$ cat config.mk
export PLATFORM = sky130hd
export DESIGN_NAME = poe_port_timing
export DESIGN_NICKNAME = d
export VERILOG_FILES = /design/src/poe_pkg.sv /design/src/poe_port_timing.sv
export VERILOG_INCLUDE_DIRS = /design/src
export SDC_FILE = /design/constraint.sdc
export NUM_CORES = 1
export LEC_CHECK = 0
export BUFFER_PORTS_ARGS = -buffer_cell sky130_fd_sc_hd__buf_2
export CORE_AREA = 2 2 237 239
export DETAILED_ROUTE_END_ITERATION = 10
export DIE_AREA = 0 0 239 241
export PLACE_DENSITY = 0.77
export SYNTH_ARGS = -nofsm -noshare
export SYNTH_HDL_FRONTEND = slang
export SYNTH_SLANG_ARGS = --single-unit
$ cat constraint.sdc
create_clock -name clk -period 27.9 [get_ports clk]
set_clock_uncertainty 0.1 [all_clocks]
set_input_delay 4.185 -clock clk [delete_from_list [all_inputs] [get_ports clk]]
set_output_delay 4.185 -clock clk [all_outputs]
set_load 0.01 [all_outputs]
$ cat src/poe_defines.svh
`ifndef POE_DEFINES_SVH
`define POE_DEFINES_SVH

`define POE_CLK_MHZ        250
`define POE_TICK_US        100
`define POE_SHORT_HOLD_US  100

// register indices, byte address is four times the index
`define POE_IDX_FAULT      8'h06
`define POE_IDX_FAULT_CLR  8'h07
`define POE_IDX_STATUS     8'h10
`define POE_IDX_MODE       8'h12
`define POE_IDX_TIMING     8'h16
`define POE_IDX_COMMAND    8'h19

`define POE_F_OC_LSB       0
`define POE_F_ST_LSB       4
`define POE_S_PWR_LSB      0
`define POE_S_ZERO_LSB     4
`define POE_S_START_LSB    8
`define POE_S_SHORT_LSB    12
`define POE_C_ON_LSB       0
`define POE_C_OFF_LSB      4
`define POE_T_DIS_LSB      0
`define POE_T_CUT_LSB      2
`define POE_T_START_LSB    4
`define POE_TIMING_W       6
`define POE_MODE_W         8
`define POE_TIMING_RST     6'h00
`define POE_MODE_RST       8'h00

// durations in timebase ticks, selected by a two-bit field
`define POE_CUT_FULL0      12'h177
`define POE_CUT_FULL1      12'h2EE
`define POE_CUT_FULL2      12'h5DC
`define POE_CUT_FULL3      12'hBB8
`define POE_START_FULL0    12'h12C
`define POE_START_FULL1    12'h258
`define POE_START_FULL2    12'h4B0
`define POE_START_FULL3    12'h960
`define POE_DOWN_LAST      4'hF

// foldback: limit in 0.5 mV steps, voltage in 0.1 V steps
`define POE_FB_FULL        9'h1A9
`define POE_FB_FLOOR       9'h03C
`define POE_FB_KNEE        8'hB4

`endif

$ cat src/poe_pkg.sv
`default_nettype none
package poe_pkg;
    typedef enum logic [1:0] {
        POE_MODE_SHUTDOWN,
        POE_MODE_MANUAL,
        POE_MODE_SEMIAUTO,
        POE_MODE_AUTO
    } poe_mode_type;
endpackage
`default_nettype wire

$ cat src/poe_port_timing.sv
// Implementation choices: register access over APB and the register offsets.
`timescale 1ns/1ps
`default_nettype none
`include "poe_defines.svh"
module poe_port_timing #(
    parameter int PORTS      = 4,
    parameter int TICK_DIV   = `POE_TICK_US * `POE_CLK_MHZ,
    parameter int SHORT_HOLD = `POE_SHORT_HOLD_US * `POE_CLK_MHZ
) (
    input  wire logic               clk,
    input  wire logic               rst,
    input  wire logic               psel,
    input  wire logic               penable,
    input  wire logic               pwrite,
    input  wire logic [9:0]         paddr,
    input  wire logic [31:0]        pwdata,
    output var  logic [31:0]        prdata,
    output var  logic               pready,
    output var  logic               pslverr,
    input  wire logic [PORTS-1:0]   senseAboveCut,
    input  wire logic [PORTS-1:0]   senseAboveLimit,
    input  wire logic [PORTS-1:0]   senseAboveShort,
    input  wire logic [PORTS-1:0]   outAbovePowerGood,
    input  wire logic [PORTS*8-1:0] outVoltage,
    input  wire logic [PORTS-1:0]   detectGood,
    output wire logic [PORTS-1:0]   portPowerOn,
    output wire logic [PORTS-1:0]   gatePullDown,
    output wire logic [PORTS-1:0]   gateReduce,
    output wire logic [PORTS-1:0]   disconnectTimerEnable,
    output wire logic [PORTS*9-1:0] limitThreshold
);
    localparam int CW = 12;
    localparam int LW = 9;
    localparam int VW = 8;
    localparam int TW = $clog2(TICK_DIV);
    localparam int HW = $clog2(SHORT_HOLD);
    localparam logic [TW-1:0] TICK_LAST = TW'(TICK_DIV - 1);
    localparam logic [HW-1:0] HOLD_LAST = HW'(SHORT_HOLD - 1);

    // status fields are four bits wide, so four ports at most
    if (PORTS < 1 || PORTS > 4 ||
        TICK_DIV < 2 || SHORT_HOLD < 2) begin : gBadParam
        $error("poe_port_timing: unsupported parameter value");
    end

    logic [31:0]             prdata_ff;
    logic                    pready_ff;
    logic                    pslverr_ff;
    logic [`POE_TIMING_W-1:0] timing_ff;
    logic [`POE_MODE_W-1:0]   mode_ff;
    logic [TW-1:0]           tickCnt_ff;
    logic                    tick_ff;

    logic [PORTS-1:0] ocFaultVec;
    logic [PORTS-1:0] stFaultVec;
    logic [PORTS-1:0] zeroVec;
    logic [PORTS-1:0] startVec;
    logic [PORTS-1:0] cmdOn;
    logic [PORTS-1:0] cmdOff;
    logic [PORTS-1:0] faultClr;
    logic [7:0]       idx;
    logic             setup;
    logic             wrDone;
    logic             aligned;
    logic [31:0]      rdData;
    logic             unmapped;
    logic [CW-1:0]    cutFull;
    logic [CW-1:0]    startFull;

    assign prdata  = prdata_ff;
    assign pready  = pready_ff;
    assign pslverr = pslverr_ff;

    assign idx     = paddr[9:2];
    assign aligned = (paddr[1:0] == 2'h0);
    assign setup   = psel && !penable;
    assign wrDone  = psel && penable && pready_ff && pwrite && aligned;

    // common timebase shared by all ports
    always_ff @(posedge clk) begin
        if (rst) begin
            tickCnt_ff <= '0;
            tick_ff    <= 1'b0;
        end else begin
            tick_ff <= (tickCnt_ff == TICK_LAST);
            if (tickCnt_ff == TICK_LAST) begin
                tickCnt_ff <= '0;
            end else begin
                tickCnt_ff <= tickCnt_ff + 1'b1;
            end
        end
    end

    always_comb begin
        unique case (timing_ff[`POE_T_CUT_LSB +: 2])
            2'h0: cutFull = `POE_CUT_FULL0;
            2'h1: cutFull = `POE_CUT_FULL1;
            2'h2: cutFull = `POE_CUT_FULL2;
            2'h3: cutFull = `POE_CUT_FULL3;
        endcase
        unique case (timing_ff[`POE_T_START_LSB +: 2])
            2'h0: startFull = `POE_START_FULL0;
            2'h1: startFull = `POE_START_FULL1;
            2'h2: startFull = `POE_START_FULL2;
            2'h3: startFull = `POE_START_FULL3;
        endcase
    end

    // apb slave: one wait state, answer in the second access cycle
    always_comb begin
        rdData   = '0;
        unmapped = !aligned;
        case (idx)
            `POE_IDX_FAULT, `POE_IDX_FAULT_CLR: begin
                rdData[`POE_F_OC_LSB +: PORTS] = ocFaultVec;
                rdData[`POE_F_ST_LSB +: PORTS] = stFaultVec;
            end
            `POE_IDX_STATUS: begin
                rdData[`POE_S_PWR_LSB +: PORTS]   = portPowerOn;
                rdData[`POE_S_ZERO_LSB +: PORTS]  = zeroVec;
                rdData[`POE_S_START_LSB +: PORTS] = startVec;
                rdData[`POE_S_SHORT_LSB +: PORTS] = gatePullDown;
            end
            `POE_IDX_MODE:    rdData[`POE_MODE_W-1:0] = mode_ff;
            `POE_IDX_TIMING:  rdData[`POE_TIMING_W-1:0] = timing_ff;
            `POE_IDX_COMMAND: rdData = '0;
            default:          unmapped = 1'b1;
        endcase
    end

    always_ff @(posedge clk) begin
        if (rst) begin
            pready_ff  <= 1'b0;
            pslverr_ff <= 1'b0;
            prdata_ff  <= '0;
        end else begin
            pready_ff  <= psel && penable && !pready_ff;
            pslverr_ff <= psel && penable && !pready_ff && unmapped;
            if (psel && penable && !pready_ff && !pwrite) begin
                prdata_ff <= rdData;
            end else if (setup) begin
                prdata_ff <= '0;
            end
        end
    end

    always_ff @(posedge clk) begin
        if (rst) begin
            timing_ff <= `POE_TIMING_RST;
            mode_ff   <= `POE_MODE_RST;
        end else if (wrDone) begin
            if (idx == `POE_IDX_TIMING) begin
                timing_ff <= pwdata[`POE_TIMING_W-1:0];
            end
            if (idx == `POE_IDX_MODE) begin
                mode_ff <= pwdata[`POE_MODE_W-1:0];
            end
        end
    end

    assign cmdOn    = (wrDone && idx == `POE_IDX_COMMAND) ?
                      pwdata[`POE_C_ON_LSB +: PORTS] : '0;
    assign cmdOff   = (wrDone && idx == `POE_IDX_COMMAND) ?
                      pwdata[`POE_C_OFF_LSB +: PORTS] : '0;
    assign faultClr = (wrDone && idx == `POE_IDX_FAULT_CLR) ?
                      (pwdata[`POE_F_OC_LSB +: PORTS] |
                       pwdata[`POE_F_ST_LSB +: PORTS]) : '0;

    for (genvar g = 0; g < PORTS; g++) begin : gPort
        logic [CW-1:0]        ocCount_ff;
        logic [3:0]           downDiv_ff;
        logic [CW-1:0]        startElapsed_ff;
        logic                 startRun_ff;
        logic                 allInLimit_ff;
        logic                 powered_ff;
        logic                 ocFault_ff;
        logic                 stFault_ff;
        logic                 pullDown_ff;
        logic [HW-1:0]        hold_ff;
        logic                 reduce_ff;
        logic                 discEn_ff;
        logic [LW-1:0]        limit_ff;
        logic                 upCond;
        logic                 atZero;
        logic                 expired;
        logic                 powerUpReq;
        logic                 stClass;
        logic [CW-1:0]        fullCount;
        logic [VW-1:0]        vOut;
        logic [LW+VW-1:0]     fbProd;
        logic [LW+VW-1:0]     fbQuot;
        logic [LW-1:0]        nxt_limit;
        poe_pkg::poe_mode_type mode;

        assign mode = poe_pkg::poe_mode_type'(mode_ff[2*g +: 2]);
        // foldback does not mask either up-count term
        assign upCond = powered_ff &&
                        (senseAboveCut[g] || outAbovePowerGood[g]);
        assign fullCount = startRun_ff ? startFull : cutFull;
        assign atZero  = (ocCount_ff == '0);
        // >= covers a shorter duration written while counting
        assign expired = powered_ff && (ocCount_ff >= fullCount);
        assign stClass = startRun_ff && allInLimit_ff;

        assign powerUpReq = !powered_ff && atZero &&
            ((mode == poe_pkg::POE_MODE_AUTO && detectGood[g]) ||
             ((mode == poe_pkg::POE_MODE_MANUAL ||
               mode == poe_pkg::POE_MODE_SEMIAUTO) && cmdOn[g]));

        always_ff @(posedge clk) begin
            if (rst) begin
                ocCount_ff <= '0;
                downDiv_ff <= '0;
            end else if (tick_ff) begin
                if (upCond) begin
                    downDiv_ff <= '0;
                    if (ocCount_ff < fullCount) begin
                        ocCount_ff <= ocCount_ff + 1'b1;
                    end
                end else begin
                    downDiv_ff <= downDiv_ff + 1'b1;
                    if (downDiv_ff == `POE_DOWN_LAST && !atZero) begin
                        ocCount_ff <= ocCount_ff - 1'b1;
                    end
                end
            end
        end

        always_ff @(posedge clk) begin
            if (rst) begin
                powered_ff <= 1'b0;
            end else if (mode == poe_pkg::POE_MODE_SHUTDOWN || cmdOff[g] ||
                         expired) begin
                powered_ff <= 1'b0;
            end else if (powerUpReq) begin
                powered_ff <= 1'b1;
            end
        end

        always_ff @(posedge clk) begin
            if (rst) begin
                startRun_ff     <= 1'b0;
                startElapsed_ff <= '0;
                allInLimit_ff   <= 1'b0;
            end else if (powerUpReq) begin
                startRun_ff     <= 1'b1;
                startElapsed_ff <= '0;
                allInLimit_ff   <= 1'b1;
            end else if (!powered_ff) begin
                startRun_ff <= 1'b0;
            end else if (startRun_ff) begin
                if (!senseAboveLimit[g]) begin
                    allInLimit_ff <= 1'b0;
                end
                // stay one cycle past the last tick so expiry is classed
                if (startElapsed_ff >= startFull) begin
                    startRun_ff <= 1'b0;
                end else if (tick_ff) begin
                    startElapsed_ff <= startElapsed_ff + 1'b1;
                end
            end
        end

        // set wins over a same-cycle clear
        always_ff @(posedge clk) begin
            if (rst) begin
                ocFault_ff <= 1'b0;
                stFault_ff <= 1'b0;
            end else begin
                if (expired && !stClass) begin
                    ocFault_ff <= 1'b1;
                end else if (faultClr[g]) begin
                    ocFault_ff <= 1'b0;
                end
                if (expired && stClass) begin
                    stFault_ff <= 1'b1;
                end else if (faultClr[g]) begin
                    stFault_ff <= 1'b0;
                end
            end
        end

        // gate held low for SHORT_HOLD cycles, not retriggered meanwhile
        always_ff @(posedge clk) begin
            if (rst) begin
                pullDown_ff <= 1'b0;
                hold_ff     <= '0;
            end else if (!pullDown_ff) begin
                if (powered_ff && senseAboveShort[g]) begin
                    pullDown_ff <= 1'b1;
                    hold_ff     <= HOLD_LAST;
                end
            end else if (hold_ff == '0) begin
                pullDown_ff <= 1'b0;
            end else begin
                hold_ff <= hold_ff - 1'b1;
            end
        end

        always_ff @(posedge clk) begin
            if (rst) begin
                reduce_ff <= 1'b0;
                discEn_ff <= 1'b0;
            end else begin
                reduce_ff <= powered_ff && senseAboveLimit[g];
                discEn_ff <= powered_ff && !startRun_ff && !powerUpReq;
            end
        end

        assign vOut   = outVoltage[g*VW +: VW];
        assign fbProd = (LW+VW)'(`POE_FB_FULL - `POE_FB_FLOOR) * vOut;
        assign fbQuot = fbProd / `POE_FB_KNEE;
        assign nxt_limit = (vOut >= `POE_FB_KNEE) ? `POE_FB_FULL :
                           `POE_FB_FLOOR + fbQuot[LW-1:0];

        always_ff @(posedge clk) begin
            if (rst) begin
                limit_ff <= `POE_FB_FLOOR;
            end else begin
                limit_ff <= nxt_limit;
            end
        end

        assign portPowerOn[g]           = powered_ff;
        assign gatePullDown[g]          = pullDown_ff;
        assign gateReduce[g]            = reduce_ff;
        assign disconnectTimerEnable[g] = discEn_ff;
        assign limitThreshold[g*LW +: LW] = limit_ff;
        assign ocFaultVec[g] = ocFault_ff;
        assign stFaultVec[g] = stFault_ff;
        assign zeroVec[g]    = atZero;
        assign startVec[g]   = startRun_ff;
    end
endmodule
`default_nettype wire

==> impl_metrics.py <==
metrics = {
    "worst_hold_path": {
        "worstHoldPathCells": 1,
        "hold_end": "tickCnt_ff[0]",
        "hp-class": "register to register",
        "hp-start": "tickCnt_ff[0]",
    },
    "timing": {
        "rsz0062_at_grt": "no",
        "finalCritPeriodShare": 0.606,
        "fin_setup_tns_ns": 0,
        "setup_violations": 0,
        "relSlewSlack": 0.264,
        "fmax_mhz": 59.2,
        "period_needed_ns": 16.90,
        "drv_slew": 0,
        "tightest_slew_ns": 1.10,
        "final_hold_viol_count": 0,
    },
    "clock_network": {
        "htree_levels": 2,
        "cts_sinks": 288,
        "post_cts_buffers": 0,
        "clock_path_buffers": 3,
        "cts_hold_buf": 0,
        "cts_tree": "done",
        "cts_buffers": 35,
        "clockRootBuffer": "clkbuf_16",
        "clk_latency_ns": 0.57,
        "cts.clk_slew.worst_paths_ns": 0.05,
        "cts.repair.resized": 0,
    },
    "synthesis": {
        "synthFlopType": "dfxtp_1",
        "ys_seq_area_frac": 0.179,
        "yosys_warnings": 0,
        "ys_top_cells_by_count": "nor2_1 (423), ha_1 (338), dfxtp_1 (288)",
        "syn_area_per_cell_um2": 7.86,
        "syn_area_um2": 32200,
        "synth-edff-count": 0,
        "synth_top_area_frac": 0.179,
        "yosysUniqueCellTypes": 130,
        "ys_ff_latch": 288,
        "ys_async_sr_fraction": 0,
        "yosysMostFrequentCell": "nor2_1",
        "synth_top_area_cell": "dfxtp_1",
        "syn_inst": 4094,
        "synthTopCellsByArea": "dfxtp_1 (18%), ha_1 (13%), xnor2_1 (5.5%), fa_1 (5.0%), nor2_1 (4.9%)",
    },
    "run": {
        "cap_violations": 0,
    },
    "worst_setup_path": {
        "endpoint_kind": "register",
        "slowest_stage": "nor2_1",
        "critPathKind": "input pin to register",
        "timing.reg2reg.setup_slack_ns": 22.42,
        "reg2reg_to": "gPort[3].startElapsed_ff[11]",
        "critPathArrivalTime_ns": 17.20,
        "reg2reg_from": "timing_ff[4]",
        "start_kind": "input pin",
        "cpPeakStageDelay_ns": 0.72,
        "worstPathRequired_ns": 28.19,
        "rr_worst_depth": 25,
        "crit_path_max_fanout": 19,
        "timing.critical_path.mode_cell": "inv_1",
        "startpoint": "outVoltage[27]",
    },
    "route": {
        "num_vias": 30200,
        "routed_wl_mm": 79.8,
        "ant_nets": 0,
        "vias_per_cell": 6.19,
        "drc_errors": 0,
        "wl_per_cell_um": 16.4,
        "first_pass_iters": 6,
        "drtIter0Drc": 2003,
    },
    "finish": {
        "fillers": 4866,
        "diodes": 0,
        "nNetsFinal": 4658,
        "syn_to_final_growth_pct": 7.12,
        "drive_gt1_frac": 0.0845,
    },
    "global_routing": {
        "grt_pass1_wl_mm": 134,
        "antenna_found_initial": 1,
        "grt_max_degree": 87,
        "grt_overflow": 0,
        "gr-usage-all-layers": 0.273,
        "grt_pass1_vias": 27900,
    },
    "placement": {
        "hpwlAfterDp_mm": 60.0,
        "place_congestion": 0.913,
        "portBuffers": 144,
    },
    "floorplan": {
        "die_y_um": 241,
        "core_um2": 54900,
        "die_w_um": 239,
        "num_rows": 86,
        "dieArea_um2": 57600,
        "initial_core_util": 0.587,
        "ioPinCount": 185,
    },
    "status": {
        "outcome": "completed",
    },
}
-- logic make-up (layout without fill, tap and decap cells) --
kind of cell / after synthesis / in the layout / synth area share
AOI/OAI and AO/OA: 1126 / 1126 / 0.248
adders and majority gates: 428 / 428 / 0.184
DFF: 288 / 288 / 0.179
other: 1 / 16 / 0.000116
muxes: 128 / 128 / 0.0408
xor gates and xnor gates: 302 / 302 / 0.0835
and+or+nand+nor: 1368 / 1368 / 0.206
buffers and inverters: 453 / 510 / 0.0579
-- sequential cells by signal, summed over array words and instances (netlist names) --
| register | count |
|---|---|
| gPort.hold_ff | 60 |
| gPort.limit_ff | 36 |
| gPort.pullDown_ff | 4 |
| prdata | 16 |
| gPort.startRun_ff | 4 |
| gPort.startElapsed_ff | 48 |
| gPort.stFault_ff | 4 |
| gPort.allInLimit_ff | 4 |
| gPort.reduce_ff | 4 |
| gPort.discEn_ff | 4 |
| gPort.ocFault_ff | 4 |
| pslverr | 1 |
| gPort.downDiv_ff | 16 |
| gPort.ocCount_ff | 48 |
| gPort.powered_ff | 4 |
| timing_ff | 6 |
| mode_ff | 8 |
| pready | 1 |
| tick_ff | 1 |
| tickCnt_ff | 15 |
-- final cells by class --
| class | count | area, um^2 | share of cell area |
|---|---|---|---|
| Multi-Input combinational cell | 3368 | 24600 | 0.714 |
| Sequential cell | 288 | 5770 | 0.167 |
| Inverter | 281 | 1060 | 0.0307 |
| Clock buffer | 48 | 995 | 0.0288 |
| Timing Repair Buffer | 167 | 900 | 0.0261 |
| Tap cell | 704 | 881 | 0.0255 |
| Clock inverter | 14 | 260 | 0.00755 |
-- stage by stage --
stage	util	instance area (um^2)	instances	setup slack, ns	hold slack (ns)
floorplan	-	32200	4109	13.03	0.318
global placement	0.605	33200	4808	10.79	0.337
detailed placement	0.605	33200	4808	10.59	0.341
CTS	0.628	34500	4870	11.15	0.349
global route	0.628	34500	4870	10.02	0.365
finish	0.628	34500	4870	11.00	0.349
-- layout by cell type (no fill, tap or decap), drive strengths merged, types with 118 or more instances in the layout --
cell type  synthesis  layout
a21oi            278     278
buf               68     167
dfxtp            288     288
ha               338     338
inv              279     283
nand2            285     285
nand3            130     130
nor2             424     424
nor3             118     118
o21ai            184     184
xnor2            204     204
-- metal layers --
metal / vias to the layer above / share of wire / GRT usage
met5: - / 0.00016 / 0
met2: 837 / 0.46 / 0.464
met1: 14200 / 0.46 / 0.366
met4: 2 / 0.022 / 0.0691
li1: 15000 / - / -
met3: 140 / 0.050 / 0.0332
-- worst max-delay path, delay by kind of cell --
family	cells	cell delay (ns)
AOI/OAI and AO/OA	25	7.13
and+or+nand+nor	5	2.72
adders and majority gates	5	2.20
buffers and inverters	8	0.95
-- worst max-delay path by stage --
stage | end | cells after the start | slack [ns]
floorplan | gPort[0].limit_ff[0] | 42 | 13.03
finish | gPort[3].limit_ff[0] | 43 | 11.00
CTS | gPort[0].limit_ff[0] | 40 | 11.15
global placement | gPort[0].limit_ff[0] | 40 | 10.79
global route | gPort[2].limit_ff[0] | 40 | 10.02
detailed placement | gPort[0].limit_ff[0] | 40 | 10.59
Power is not shown: default switching activity piles up to over one toggle a cycle in this logic, so the estimate is an artifact.
